### config.mk
export PLATFORM = sky130hd
export DESIGN_NAME = srb_unit
export DESIGN_NICKNAME = d
export VERILOG_FILES = /design/src/srb_pkg.sv /design/src/srb_bitop.sv /design/src/srb_shifter.sv /design/src/srb_unit.sv
export SDC_FILE = /design/constraint.sdc
export NUM_CORES = 1
export LEC_CHECK = 0
export BUFFER_PORTS_ARGS = -buffer_cell sky130_fd_sc_hd__buf_2
export CAP_MARGIN = 10
export CORE_MARGIN = 4
export CORE_UTILIZATION = 45
export DETAILED_ROUTE_END_ITERATION = 6
export GPL_ROUTABILITY_DRIVEN = 0
export PLACE_DENSITY = 0.75
export SYNTH_ARGS = -nofsm -noshare
export SYNTH_HDL_FRONTEND = slang
export SYNTH_SLANG_ARGS = --single-unit
### constraint.sdc
create_clock -name clk -period 5.2 [get_ports clk]
set_clock_uncertainty 0.15 [all_clocks]
set_input_delay 1.04 -clock clk [delete_from_list [all_inputs] [get_ports clk]]
set_output_delay 1.04 -clock clk [all_outputs]
set_load 0.02 [all_outputs]
### src/srb_pkg.sv
// Purpose: shared types and constants for the shift/rotate/bit unit
// Assumes: 16-bit core, operands up to 32 bits wide
// Notes:   opcodes are local encodings
package srb_pkg;

    localparam int DATA_W   = 32;
    localparam int BITNO_W  = 3;
    localparam int BYTE_W   = 8;
    localparam int LAT_CYC  = 1;
    localparam int MEM_RD_CYC = 1;

    typedef enum logic [1:0] {
        SRB_SZ_BYTE = 2'h0,
        SRB_SZ_WORD = 2'h1,
        SRB_SZ_LONG = 2'h2
    } srb_size_t;

    typedef enum logic [4:0] {
        SRB_OP_ARITH_SHIFT_LEFT   = 5'h00,
        SRB_OP_ARITH_SHIFT_RIGHT  = 5'h01,
        SRB_OP_LOGIC_SHIFT_LEFT   = 5'h02,
        SRB_OP_LOGIC_SHIFT_RIGHT  = 5'h03,
        SRB_OP_ROTATE_LEFT        = 5'h04,
        SRB_OP_ROTATE_RIGHT       = 5'h05,
        SRB_OP_CARRY_ROTATE_LEFT  = 5'h06,
        SRB_OP_CARRY_ROTATE_RIGHT = 5'h07,
        SRB_OP_BIT_FORCE_ONE      = 5'h08,
        SRB_OP_BIT_FORCE_ZERO     = 5'h09,
        SRB_OP_BIT_INVERT         = 5'h0A,
        SRB_OP_BIT_TEST_ZERO_FLAG = 5'h0B,
        SRB_OP_BIT_AND_CARRY      = 5'h0C,
        SRB_OP_INV_BIT_AND_CARRY  = 5'h0D,
        SRB_OP_BIT_OR_CARRY       = 5'h0E,
        SRB_OP_INV_BIT_OR_CARRY   = 5'h0F
    } srb_op_t;

    // one request from the decoder
    typedef struct packed {
        srb_op_t           op;
        srb_size_t         size;
        logic              two;        // shift/rotate by 2
        logic              bit_src_reg; // bit number from register
        logic [2:0]        bit_imm;
        logic [2:0]        bit_reg;
        logic              mem;        // byte operand lives in memory
        logic [DATA_W-1:0] operand;
        logic              carry;
        logic              zero;
    } srb_req_t;

    // result handed to writeback
    typedef struct packed {
        logic [DATA_W-1:0] data;
        logic              wr_reg;
        logic              wr_mem;
        logic              carry;
        logic              zero;
        logic              illegal;
    } srb_rsp_t;

endpackage : srb_pkg

### src/srb_bitop.sv
// Purpose: combinational single-bit operations on a byte
// Assumes: bit number already selected
// Notes:   carry-combining ops use the immediate only
`timescale 1ns/10ps
`default_nettype none
module srb_bitop (
    // request
    input  wire logic [4:0] op,
    input  wire logic [7:0] din,
    input  wire logic [2:0] bitno,
    input  wire logic       cin,
    input  wire logic       zin,
    // result
    output logic      [7:0] dout,
    output logic            cout,
    output logic            zout
);
    logic sel;

    always_comb begin
        dout = din;
        cout = cin;
        zout = zin;
        sel  = din[bitno];
        case (op)
            5'h08: dout[bitno] = 1'b1;
            5'h09: dout[bitno] = 1'b0;
            5'h0A: dout[bitno] = ~sel;
            5'h0B: zout = ~sel;
            5'h0C: cout = cin & sel;
            5'h0D: cout = cin & ~sel;
            5'h0E: cout = cin | sel;
            5'h0F: cout = cin | ~sel;
            default: dout = din;
        endcase
    end
endmodule : srb_bitop
`default_nettype wire

### src/srb_shifter.sv
// Purpose: combinational shift and rotate by one or two places
// Assumes: operand right-aligned in its size
// Notes:   carry is last bit shifted out
`timescale 1ns/10ps
`default_nettype none
module srb_shifter #(
    parameter int W = srb_pkg::DATA_W
) (
    // request
    input  wire logic              [4:0]   op,
    input  wire srb_pkg::srb_size_t        size,
    input  wire logic                      two,
    input  wire logic              [W-1:0] din,
    input  wire logic                      cin,
    // result
    output logic                   [W-1:0] dout,
    output logic                           cout
);
    if (W != 32) begin : g_w_chk
        $error("srb_shifter: width must be 32");
    end

    logic [W-1:0] v;
    logic         c;
    logic         msb;
    int           n;
    int           top;

    always_comb begin
        v    = din;
        c    = cin;
        msb  = 1'b0;
        top  = (size == srb_pkg::SRB_SZ_BYTE) ? 7 : (size == srb_pkg::SRB_SZ_WORD) ? 15 : 31;
        for (n = 0; n < 2; n++) begin
            if (n == 0 || two) begin
                msb = v[top];
                case (op)
                    5'h00, 5'h02: begin
                        c = v[top];
                        v = {v[W-2:0], 1'b0};
                    end
                    5'h01: begin
                        c = v[0];
                        v = v >> 1;
                        v[top] = msb;
                    end
                    5'h03: begin
                        c = v[0];
                        v = v >> 1;
                        v[top] = 1'b0;
                    end
                    5'h04: begin
                        c = v[top];
                        v = {v[W-2:0], msb};
                    end
                    5'h05: begin
                        c = v[0];
                        v = v >> 1;
                        v[top] = c;
                    end
                    5'h06: begin
                        v = {v[W-2:0], c};
                        c = msb;
                    end
                    5'h07: begin
                        msb = v[0];
                        v = v >> 1;
                        v[top] = c;
                        c = msb;
                    end
                    default: begin
                        v = v;
                    end
                endcase
            end
        end
        dout = v;
        if (size == srb_pkg::SRB_SZ_BYTE) dout[W-1:8] = din[W-1:8];
        else if (size == srb_pkg::SRB_SZ_WORD) dout[W-1:16] = din[W-1:16];
        cout = c;
    end
endmodule : srb_shifter
`default_nettype wire

### src/srb_unit.sv
// Purpose: shift, rotate and single-bit datapath slice of a 16-bit core
// Assumes: decoder supplies operand and flags; for memory the byte comes back on mem_rd_data after a mem_rd request
// Notes:   one-cycle registered result for register operands; memory bit writes are read-modify-write
//
// Behaviour
// - arithmetic shifts move a byte, word or long register by one or two places and write it back
// - logical shifts move by one or two places, fill with zero and write it back
// - plain rotates move by one or two places with bits wrapping end to end
// - carry rotates move by one or two places with carry as an extra bit in the loop
// - bit set forces the chosen bit of a register or memory byte to one
// - bit clear forces the chosen bit to zero, others unchanged
// - bit invert complements the chosen bit and writes the byte back
// - bit test loads Z with the inverse of the chosen bit, operand unchanged
// - set, clear, invert and test take the bit number from an immediate or a register's low three bits
// - bit and-carry sets carry to carry AND the chosen bit
// - inverted bit and-carry sets carry to carry AND NOT the chosen bit
// - bit or-carry sets carry to carry OR the chosen bit
// - inverted bit or-carry sets carry to carry OR NOT the chosen bit
// - carry-combining ops take the bit number only from the immediate
`timescale 1ns/10ps
`default_nettype none
module srb_unit (
    // clock and reset
    input  wire logic                clk,
    input  wire logic                rst,
    input  wire logic                ce,
    // request
    input  wire logic                req_valid,
    input  wire srb_pkg::srb_req_t   req,
    output logic                     req_ready,
    // memory byte path
    output logic                     mem_rd,
    input  wire logic                mem_rd_valid,
    input  wire logic [7:0]          mem_rd_data,
    // result
    output logic                     rsp_valid,
    output srb_pkg::srb_rsp_t        rsp
);
    typedef enum logic [2:0] {
        SRB_IDLE = 3'b001,
        SRB_READ = 3'b010,
        SRB_WAIT = 3'b100
    } srb_state_t;

    srb_state_t        state_ff, nxt_state;
    srb_pkg::srb_req_t hold_ff, nxt_hold;
    srb_pkg::srb_rsp_t rsp_ff, nxt_rsp;
    logic              rsp_valid_ff, nxt_rsp_valid;
    logic              mem_rd_ff, nxt_mem_rd;

    srb_pkg::srb_req_t cur;
    logic [7:0]        bit_in;
    logic [2:0]        bitno;
    logic              is_bit;
    logic              is_comb;
    logic              is_mod;
    logic [31:0]       sh_out;
    logic              sh_c;
    logic [7:0]        b_out;
    logic              b_c;
    logic              b_z;
    logic              go;

    assign req_ready = state_ff[0];
    assign rsp_valid = rsp_valid_ff;
    assign rsp       = rsp_ff;
    assign mem_rd    = mem_rd_ff;

    always_comb begin
        cur     = (state_ff == SRB_IDLE) ? req : hold_ff;
        is_bit  = cur.op[3];
        is_comb = cur.op[3] & cur.op[2];
        is_mod  = is_bit & ~cur.op[2] & (cur.op[1:0] != 2'h3);
        bitno   = (cur.bit_src_reg && !is_comb) ? cur.bit_reg : cur.bit_imm;
        bit_in  = (state_ff != SRB_IDLE) ? mem_rd_data : cur.operand[7:0];
    end

    srb_shifter #(.W(srb_pkg::DATA_W)) u_shift (
        .op   (cur.op),
        .size (cur.size),
        .two  (cur.two),
        .din  (cur.operand),
        .cin  (cur.carry),
        .dout (sh_out),
        .cout (sh_c)
    );

    srb_bitop u_bit (
        .op    (cur.op),
        .din   (bit_in),
        .bitno (bitno),
        .cin   (cur.carry),
        .zin   (cur.zero),
        .dout  (b_out),
        .cout  (b_c),
        .zout  (b_z)
    );

    always_comb begin
        nxt_state     = state_ff;
        nxt_hold      = hold_ff;
        nxt_rsp       = rsp_ff;
        nxt_rsp_valid = 1'b0;
        nxt_mem_rd    = 1'b0;
        go            = 1'b0;
        case (state_ff)
            SRB_IDLE: begin
                if (req_valid) begin
                    nxt_hold = req;
                    if (req.op[3] && req.mem) begin
                        nxt_state  = SRB_READ;
                        nxt_mem_rd = 1'b1;
                    end else begin
                        go = 1'b1;
                    end
                end
            end
            SRB_READ: begin
                nxt_state = SRB_WAIT;
            end
            SRB_WAIT: begin
                if (mem_rd_valid) begin
                    go        = 1'b1;
                    nxt_state = SRB_IDLE;
                end
            end
            default: nxt_state = SRB_IDLE;
        endcase
        if (go) begin
            nxt_rsp_valid   = 1'b1;
            nxt_rsp.illegal = 1'b0;
            if (is_bit) begin
                nxt_rsp.data   = {24'h000000, b_out};
                nxt_rsp.carry  = b_c;
                nxt_rsp.zero   = b_z;
                nxt_rsp.wr_reg = is_mod & ~cur.mem;
                nxt_rsp.wr_mem = is_mod & cur.mem;
            end else begin
                nxt_rsp.data    = sh_out;
                nxt_rsp.carry   = sh_c;
                nxt_rsp.zero    = cur.zero;
                nxt_rsp.wr_reg  = 1'b1;
                nxt_rsp.wr_mem  = 1'b0;
                nxt_rsp.illegal = cur.size == 2'h3;
            end
        end
    end

    always_ff @(posedge clk or posedge rst) begin
        if (rst) begin
            state_ff     <= SRB_IDLE;
            hold_ff      <= '0;
            rsp_ff       <= '0;
            rsp_valid_ff <= 1'b0;
            mem_rd_ff    <= 1'b0;
        end else if (ce) begin
            state_ff     <= nxt_state;
            hold_ff      <= nxt_hold;
            rsp_ff       <= nxt_rsp;
            rsp_valid_ff <= nxt_rsp_valid;
            mem_rd_ff    <= nxt_mem_rd;
        end
    end

    // checks
    property p_set_one;
        @(posedge clk) disable iff (rst)
        (ce && req_ready && req_valid && !req.mem && req.op == srb_pkg::SRB_OP_BIT_FORCE_ONE
         && !req.bit_src_reg)
        |=> rsp_valid && rsp.data[$past(req.bit_imm)] == 1'b1;
    endproperty
    bit_set_one_a: assert property (p_set_one) else $error("bit set failed");

    bit_clear_zero_a: assert property (@(posedge clk) disable iff (rst)
        (ce && req_ready && req_valid && !req.mem && req.op == srb_pkg::SRB_OP_BIT_FORCE_ZERO
         && !req.bit_src_reg) |=> rsp.data[$past(req.bit_imm)] == 1'b0)
        else $error("bit clear failed");

    bit_test_z_a: assert property (@(posedge clk) disable iff (rst)
        (ce && req_ready && req_valid && !req.mem && req.op == srb_pkg::SRB_OP_BIT_TEST_ZERO_FLAG
         && !req.bit_src_reg) |=> rsp.zero == ~$past(req.operand[req.bit_imm]) && !rsp.wr_reg)
        else $error("bit test flag wrong");

    and_carry_a: assert property (@(posedge clk) disable iff (rst)
        (ce && req_ready && req_valid && !req.mem && req.op == srb_pkg::SRB_OP_BIT_AND_CARRY)
        |=> rsp.carry == ($past(req.carry) & $past(req.operand[req.bit_imm])))
        else $error("and carry wrong");

    or_inv_carry_a: assert property (@(posedge clk) disable iff (rst)
        (ce && req_ready && req_valid && !req.mem && req.op == srb_pkg::SRB_OP_INV_BIT_OR_CARRY)
        |=> rsp.carry == ($past(req.carry) | ~$past(req.operand[req.bit_imm])))
        else $error("inverted or carry wrong");

    shl_byte_a: assert property (@(posedge clk) disable iff (rst)
        (ce && req_ready && req_valid && req.op == srb_pkg::SRB_OP_LOGIC_SHIFT_LEFT
         && req.size == srb_pkg::SRB_SZ_BYTE && !req.two)
        |=> rsp.data[7:0] == {$past(req.operand[6:0]), 1'b0} && rsp.carry == $past(req.operand[7]))
        else $error("logical shift wrong");

    sar_sign_a: assert property (@(posedge clk) disable iff (rst)
        (ce && req_ready && req_valid && req.op == srb_pkg::SRB_OP_ARITH_SHIFT_RIGHT
         && req.size == srb_pkg::SRB_SZ_WORD) |=> rsp.data[15] == $past(req.operand[15]))
        else $error("sign not kept");

    mem_rmw_a: assert property (@(posedge clk) disable iff (rst)
        (ce && req_ready && req_valid && req.mem && req.op == srb_pkg::SRB_OP_BIT_INVERT)
        |=> mem_rd ##1 !rsp_valid)
        else $error("memory read missing");

    reg_bitno_a: assert property (@(posedge clk) disable iff (rst)
        (ce && req_ready && req_valid && !req.mem && req.op == srb_pkg::SRB_OP_BIT_FORCE_ONE
         && req.bit_src_reg) |=> rsp.data[$past(req.bit_reg)] == 1'b1)
        else $error("register bit number ignored");

    and_inv_carry_a: assert property (@(posedge clk) disable iff (rst)
        (ce && req_ready && req_valid && !req.mem && req.op == srb_pkg::SRB_OP_INV_BIT_AND_CARRY)
        |=> rsp.carry == ($past(req.carry) & ~$past(req.operand[req.bit_imm])))
        else $error("inverted and carry wrong");

    or_carry_a: assert property (@(posedge clk) disable iff (rst)
        (ce && req_ready && req_valid && !req.mem && req.op == srb_pkg::SRB_OP_BIT_OR_CARRY)
        |=> rsp.carry == ($past(req.carry) | $past(req.operand[req.bit_imm])))
        else $error("or carry wrong");

    cov_rmw_c:  cover property (@(posedge clk) rsp_valid && rsp.wr_mem);
    cov_rot2_c: cover property (@(posedge clk) ce && req_valid && req_ready && req.two
                                && req.op == srb_pkg::SRB_OP_CARRY_ROTATE_RIGHT);
    cov_reg_c:  cover property (@(posedge clk) ce && req_valid && req_ready && req.bit_src_reg);

endmodule : srb_unit
`default_nettype wire

## After elaboration in Yosys (flattened, before gate mapping)

Index checks and enable logic that the tools add are counted.

- Input bits: 63
- Bits in registers: 92

- $lt $le $gt $ge: 4
- Bitwise logic cells: 18
- Eq/ne operators: 25
- Mux-type cells: 50
- Reduce and logical (&&, ||, !) cells: 13

Operators with widths:

| cell | number |
|---|---|
| 32-bit case mux with 7 select lines | 2 |
| 32-bit bitwise mux | 6 |
| 31-bit by 32-bit bitwise AND with 32-bit output | 2 |
| 32-bit 2-to-1 mux | 2 |
| 50-bit 2-to-1 mux | 1 |
| 5-bit by 4-bit == test with 1-bit output, second input constant | 8 |
| 36-bit 2-to-1 mux | 1 |
| 32-bit by 1-bit >= comparator with 1-bit output, second input constant | 1 |
| 32-bit by 7-bit < comparator with 1-bit output, second input constant | 1 |
| 16-bit 2-to-1 mux | 2 |
| 32-bit inverter | 1 |
| 8-bit case mux with 3 select lines | 1 |
| 5-bit by 3-bit == test with 1-bit output, second input constant | 4 |
| 1-bit 2-to-1 mux | 17 |
| 8-bit 2-to-1 mux | 2 |
| 3-bit 2-to-1 mux | 4 |
| 1-bit binary-select mux with 5-bit select | 2 |
| 5-bit by 2-bit == test with 1-bit output, second input constant | 2 |
| 3-bit case mux with 3 select lines | 1 |
| 8-bit bitwise AND | 1 |
| 8-bit bitwise mux | 1 |
| 8-bit inverter | 1 |
| 8-bit OR | 1 |
| 4-bit OR reduction | 2 |
| 28 further kinds | 44 |

## Longest topological paths before layout

- Depth after elaboration: 21
- Depth in mapped cells: 14
- Gate-level depth less buffers: 8

## Cells and area by module

A second synthesis with hierarchy kept.

- Cell total of the unflattened synthesis: 684
- Area, all modules: 6383.6 sq um

By module, submodules not included:

| module | area an instance (sq um) | cells an instance | instances |
|---|---|---|---|
| srb_unit | 4277.9 | 405 | 1 |
| srb_shifter | 1627.8 | 203 | 1 |
| srb_bitop | 478.0 | 76 | 1 |

## Least setup slack after synthesis

No wires, ideal clock.

- Kind: input port to flip-flop
- Start point: in req[48] (netlist bit)
- End point: reg rsp_ff (netlist bit rsp[2])
- Required time: 4.956 ns
- Library setup time: 0.094 ns
- Slack: 1.880 ns
- Data arrival time: 3.076 ns
- Cell stages on the path: 9
- Cells stage by stage: buf_1 -> nor3b_1 -> nand3_1 -> a211oi_1 -> nor4_4 -> a221oi_2 -> a211oi_2 -> o311a_1 -> a221oi_2

- Cells in the longest elaborated chain, start to end: 11

RTL lines:

| element | line | RTL |
|---|---|---|
| start: declaration | srb_unit.sv:29 | `input wire srb_pkg::srb_req_t req,` |
| parallel branches: the longest is 11 deep, another holds 50-bit 2-to-1 mux | - |  |
| end signal: assignment | srb_unit.sv:159 | `rsp_ff <= nxt_rsp;` |
| end: declaration | srb_unit.sv:47 | `srb_pkg::srb_rsp_t rsp_ff, nxt_rsp;` |

Several ways; the timed one is not identified. The select of a mux whose other input is x is not followed.
A chain may end at the register's enable or synchronous reset.

## Worst setup path after layout

- Start point: reg state_ff[2]
- End point: reg rsp_ff (netlist bit rsp[35])

- Cells in the longest elaborated chain, start to end: 21

RTL lines:

| element | line | RTL |
|---|---|---|
| start: declaration | srb_unit.sv:45 | `srb_state_t state_ff, nxt_state;` |
| start signal: assignment | srb_unit.sv:157 | `state_ff <= nxt_state;` |
| 3-bit by 1-bit == test with 1-bit output | srb_unit.sv:70, srb_unit.sv:106 |  |
| 50-bit 2-to-1 mux | srb_unit.sv:70 | `cur = (state_ff == SRB_IDLE) ? req : hold_ff;` |
| 2-bit by 1-bit == test with 1-bit output | srb_shifter.sv:33, srb_shifter.sv:79 |  |
| 5-bit 2-to-1 mux | srb_shifter.sv:33 | `top = (size == srb_pkg::SRB_SZ_BYTE) ? 7 : (size == srb_pkg::SRB_SZ_WORD) ? 15 : 31;` |
| 32-bit 2-to-1 mux | srb_shifter.sv:33 |  |
| 32-bit by 1-bit >= comparator with 1-bit output (not written as such) or 32-bit by 7-bit < comparator with 1-bit output (tied branches) | - |  |
| 1-bit logical AND (not written as such) | - |  |
| 1-bit 2-to-1 mux (not written as such) | - |  |
| (+4 left out) | - |  |
| 1-bit binary-select mux with 5-bit select | srb_shifter.sv:36 | `msb = v[top];` |
| 1-bit 2-to-1 mux (not written as such) (2 in a row) | srb_shifter.sv:36 |  |
| 32-bit bitwise mux | srb_shifter.sv:45 | `v[top] = msb;` |
| 32-bit case mux with 7 select lines | srb_shifter.sv:37 | `case (op)` |
| 32-bit 2-to-1 mux | srb_shifter.sv:35 | `if (n == 0 \|\| two) begin` |
| 16-bit 2-to-1 mux | srb_shifter.sv:79 | `else if (size == srb_pkg::SRB_SZ_WORD) dout[W-1:16] = din[W-1:16];` |
| 16-bit 2-to-1 mux | srb_shifter.sv:78 | `if (size == srb_pkg::SRB_SZ_BYTE) dout[W-1:8] = din[W-1:8];` |
| 36-bit 2-to-1 mux | srb_unit.sv:132 | `if (is_bit) begin` |

Several ways; a longest one is shown, not always the timed one. The select of a mux whose other input is x is not followed.

==> qor.txt <==
CP most frequent cell - buf_4
Share of total power in the clock network - 0.248
Cell Area, Synth - 6820 um2
Clk root buf - clkbuf_16
Net switching fraction of the power - 0.384
Initial Util - 0.464
Share of cells above drive strength 1 - 0.273
Inst Count DP - 997
ANT cells - 0
Yosys warnings - 0
Port bufs - 102
Most common library cells after synthesis - dfrtp_1, nand2_1, nor2_1
Pint - 1.73 mW
Startpoint type of the worst setup path - flop
Worst path max stage delay - 0.64 ns
Leakage - 3.31 nW
Fmax achieved - 264 MHz
RR Endpoint - rsp[35]$_DFFE_PP0P_
Post-CTS Setup Repair Bufs - 0
Syn nets - 820
# nets final - 887
Measured slew at the worst slew-check pin - 0.979 ns
Largest cells by area after synthesis - dfrtp_1, mux2_2, mux2i_1
Maximum clock path buffer count - 2
Crit path kind - flop to flop
CTS Buf Count - 9
CP max stage cell - or3b_4
Sequential area share after synthesis - 0.338
End point of the critical path - rsp[35]$_DFFE_PP0P_
Sequential Power Share - 0.364
Hold Fails Final Rpt - 0
Flop-to-flop setup slack - 1.41 ns
Max-cap violations - 0
Buf/Inv on CP - 2
CTS clk-pin slew, worst paths - 0.06 ns
Final wirelength - 21.0 mm
Largest net degree at the start of global routing - 53
Net switching power - 1.08 mW
Placed cell area - 7350 um2
Max_slew headroom - 0.346
Slew Limit Fails - 0
Synth top area share - 0.334
Post-synth EDFFs - 0
Failing checks - design-rule violations
Non-Filler Instances - 1013
DR vias - 6630
DRC Markers - 1
DR vias/cell - 6.54
Core ar. - 14700 um2
R2r worst-path depth - 10
Final Power - 2.80 mW
CP delay by family, top - simple AND/OR/NAND/NOR gates
Area delta synth->final - 12.3%
Yosys reg bits - 92
I/O Pins - 103
Critical path startpoint - state_ff[2]$_DFFE_PP0P_
Post-cts gate resize count - 0
Routed WL per cell - 20.7 um
Minimum clock period after layout - 3.79 ns
Ys flop type - dfrtp_1
Starting DRT DRC Count - 937
Critical Path RT - 5.29 ns
CP Depth - 10
Avg Inst Size Synth - 9.01 um2
Antenna violations before repair - 0
# setup viols final - 0
Synth unique cells - 76
Final instance area - 7660 um2
Maximum vdd ir drop - 0.000161 V
Worst skew pair latency - 0.35 ns
Grt total ovfl - 0
Period utilization - 0.728
Logic gate share of total power - 0.388
Synth async-reset ratio - 1.00
Count leader, synth - dfrtp_1
Die width - 131 um
Total Routing Usage GR - 0.238
Die area - 17200 um2
Unrepaired setup endpoints after global routing - false
Crit-path cells - or3b_4, buf_4, mux2i_2, buf_4, o22ai_1, nor2_1, nand2_1, o311ai_1, o21ai_0, a22o_1
Post-route ant nets - 0
RR Startpoint - state_ff[2]$_DFFE_PP0P_
Worst-path maximum fanout - 43
Worst Setup End Kind - flop
Post-DP HPWL - 15.3 mm
Chip Height - 131 um
Worst hold path class - flop to flop
Number of global-route vias before repair - 6121
Placement Rows - 44
Mapped Cells - 757
Hold Buf Count CTS - 0
PD cells - 366 nW/um2
First-pass DRT Iterations - 7
First-pass GRT wire length - 33.6 mm
Synth area leader - dfrtp_1
Setup TNS - 0 ns
Crit path DAT - 3.87 ns
Clock H-tree levels - 3
Status - finished with violations
CTS tree - done
Clock tree sinks - 92
## metrics by stage
stage / hold WS, ns / utilization / setup slack (ns)
final: 0.321 / 0.521 / 1.41
after global routing: 0.342 / 0.521 / 1.28
after CTS: 0.328 / 0.521 / 1.58
after detailed placement: 0.314 / 0.500 / 1.43
after global placement: 0.308 / 0.500 / 1.54
after floorplan: 0.330 / - / 1.62
## cell families (layout without fill, tap and decap cells)
kind of cell	after synthesis	in the layout	share of synthesized area
flops	92	92	0.338
mux	111	111	0.178
buf+inv	74	146	0.0556
compound gates	235	235	0.252
simple gates	245	245	0.177
## how the worst min path moves through the flow
stage	startpoint	endpoint	slack (ns)	cells after the start
floorplan	hold_ff[5]$_DFFE_PP0P_	hold_ff[5]$_DFFE_PP0P_	0.33	1
global placement	rsp[22]$_DFFE_PP0P_	rsp[22]$_DFFE_PP0P_	0.31	1
detailed placement	rsp[27]$_DFFE_PP0P_	rsp[27]$_DFFE_PP0P_	0.31	1
CTS	rsp[27]$_DFFE_PP0P_	rsp[27]$_DFFE_PP0P_	0.33	1
global route	rsp[27]$_DFFE_PP0P_	rsp[27]$_DFFE_PP0P_	0.34	1
finish	rsp[17]$_DFFE_PP0P_	rsp[17]$_DFFE_PP0P_	0.32	2
## power by group through the flow
| stage | sequential (mW) | combinational [mW] | clock, mW |
|---|---|---|---|
| 2_1_floorplan | 1.09 | 0.696 | 0 |
| 3_3_place_gp | 1.03 | 1.05 | 0 |
| 3_5_place_dp | 1.03 | 1.06 | 0 |
| 4_1_cts | 1.02 | 1.07 | 0.708 |
| 5_1_grt | 1.05 | 1.17 | 0.739 |
| 6_report | 1.02 | 1.09 | 0.695 |
## metal layers
metal | vias up | routed length [um] | GRT usage
li1 | 3010 | - | -
met1 | 3138 | 9250 | 0.341
met2 | 419 | 8940 | 0.340
met3 | 63 | 2070 | 0.0589
met4 | 0 | 717 | 0.106
met5 | - | 0 | 0
## sequential cells by signal (all words and copies together) (netlist names)
name	cells
rsp_valid	1
state_ff	3
hold_ff	50
mem_rd	1
rsp	37
## cell usage in the layout (no fill, tap or decap), types with 4 or more instances in the layout
cell       instances
nor3_1            16
a2111oi_0          6
and3_1             4
nand4_1            7
or3_1              5
o22ai_1           14
o31ai_1            4
o221ai_1           7
mux2_2            62
a21o_1            14
a22oi_1            4
nor3b_2            4
clkbuf_16          9
o32ai_1           11
and2_1             7
nand2b_1           5
o21ai_0           42
a221oi_1          17
mux2i_1           45
buf_2            102
nor2_1            65
nand2_1           80
a31oi_1            8
or2_2              6
a211oi_1           4
nor2b_1           10
a22o_1             4
a21oi_1           42
dfrtp_1           91
a221o_1            9
inv_1             16
a221oi_2           4
nand3_1           12
buf_4             11
nor3b_1            6
o211ai_1           8
nand3b_1           4
## worst min-delay path: cells and delay by family (launching register included)
kind	cells	cell delay, ns
flops	1	0.34
simple gates	1	0.04
compound gates	1	0.05
## area by class of cell
cell class	instances	area, um2
well taps	184	230
repair buffers	113	593
multi-input cells	591	4150
clock buffers	12	236
clock inverters	4	73.8
flip-flops and latches	92	2300
fillers	1342	7040
inverters	17	65.1
No activity file was read; power rests on OpenSTA's default activity.
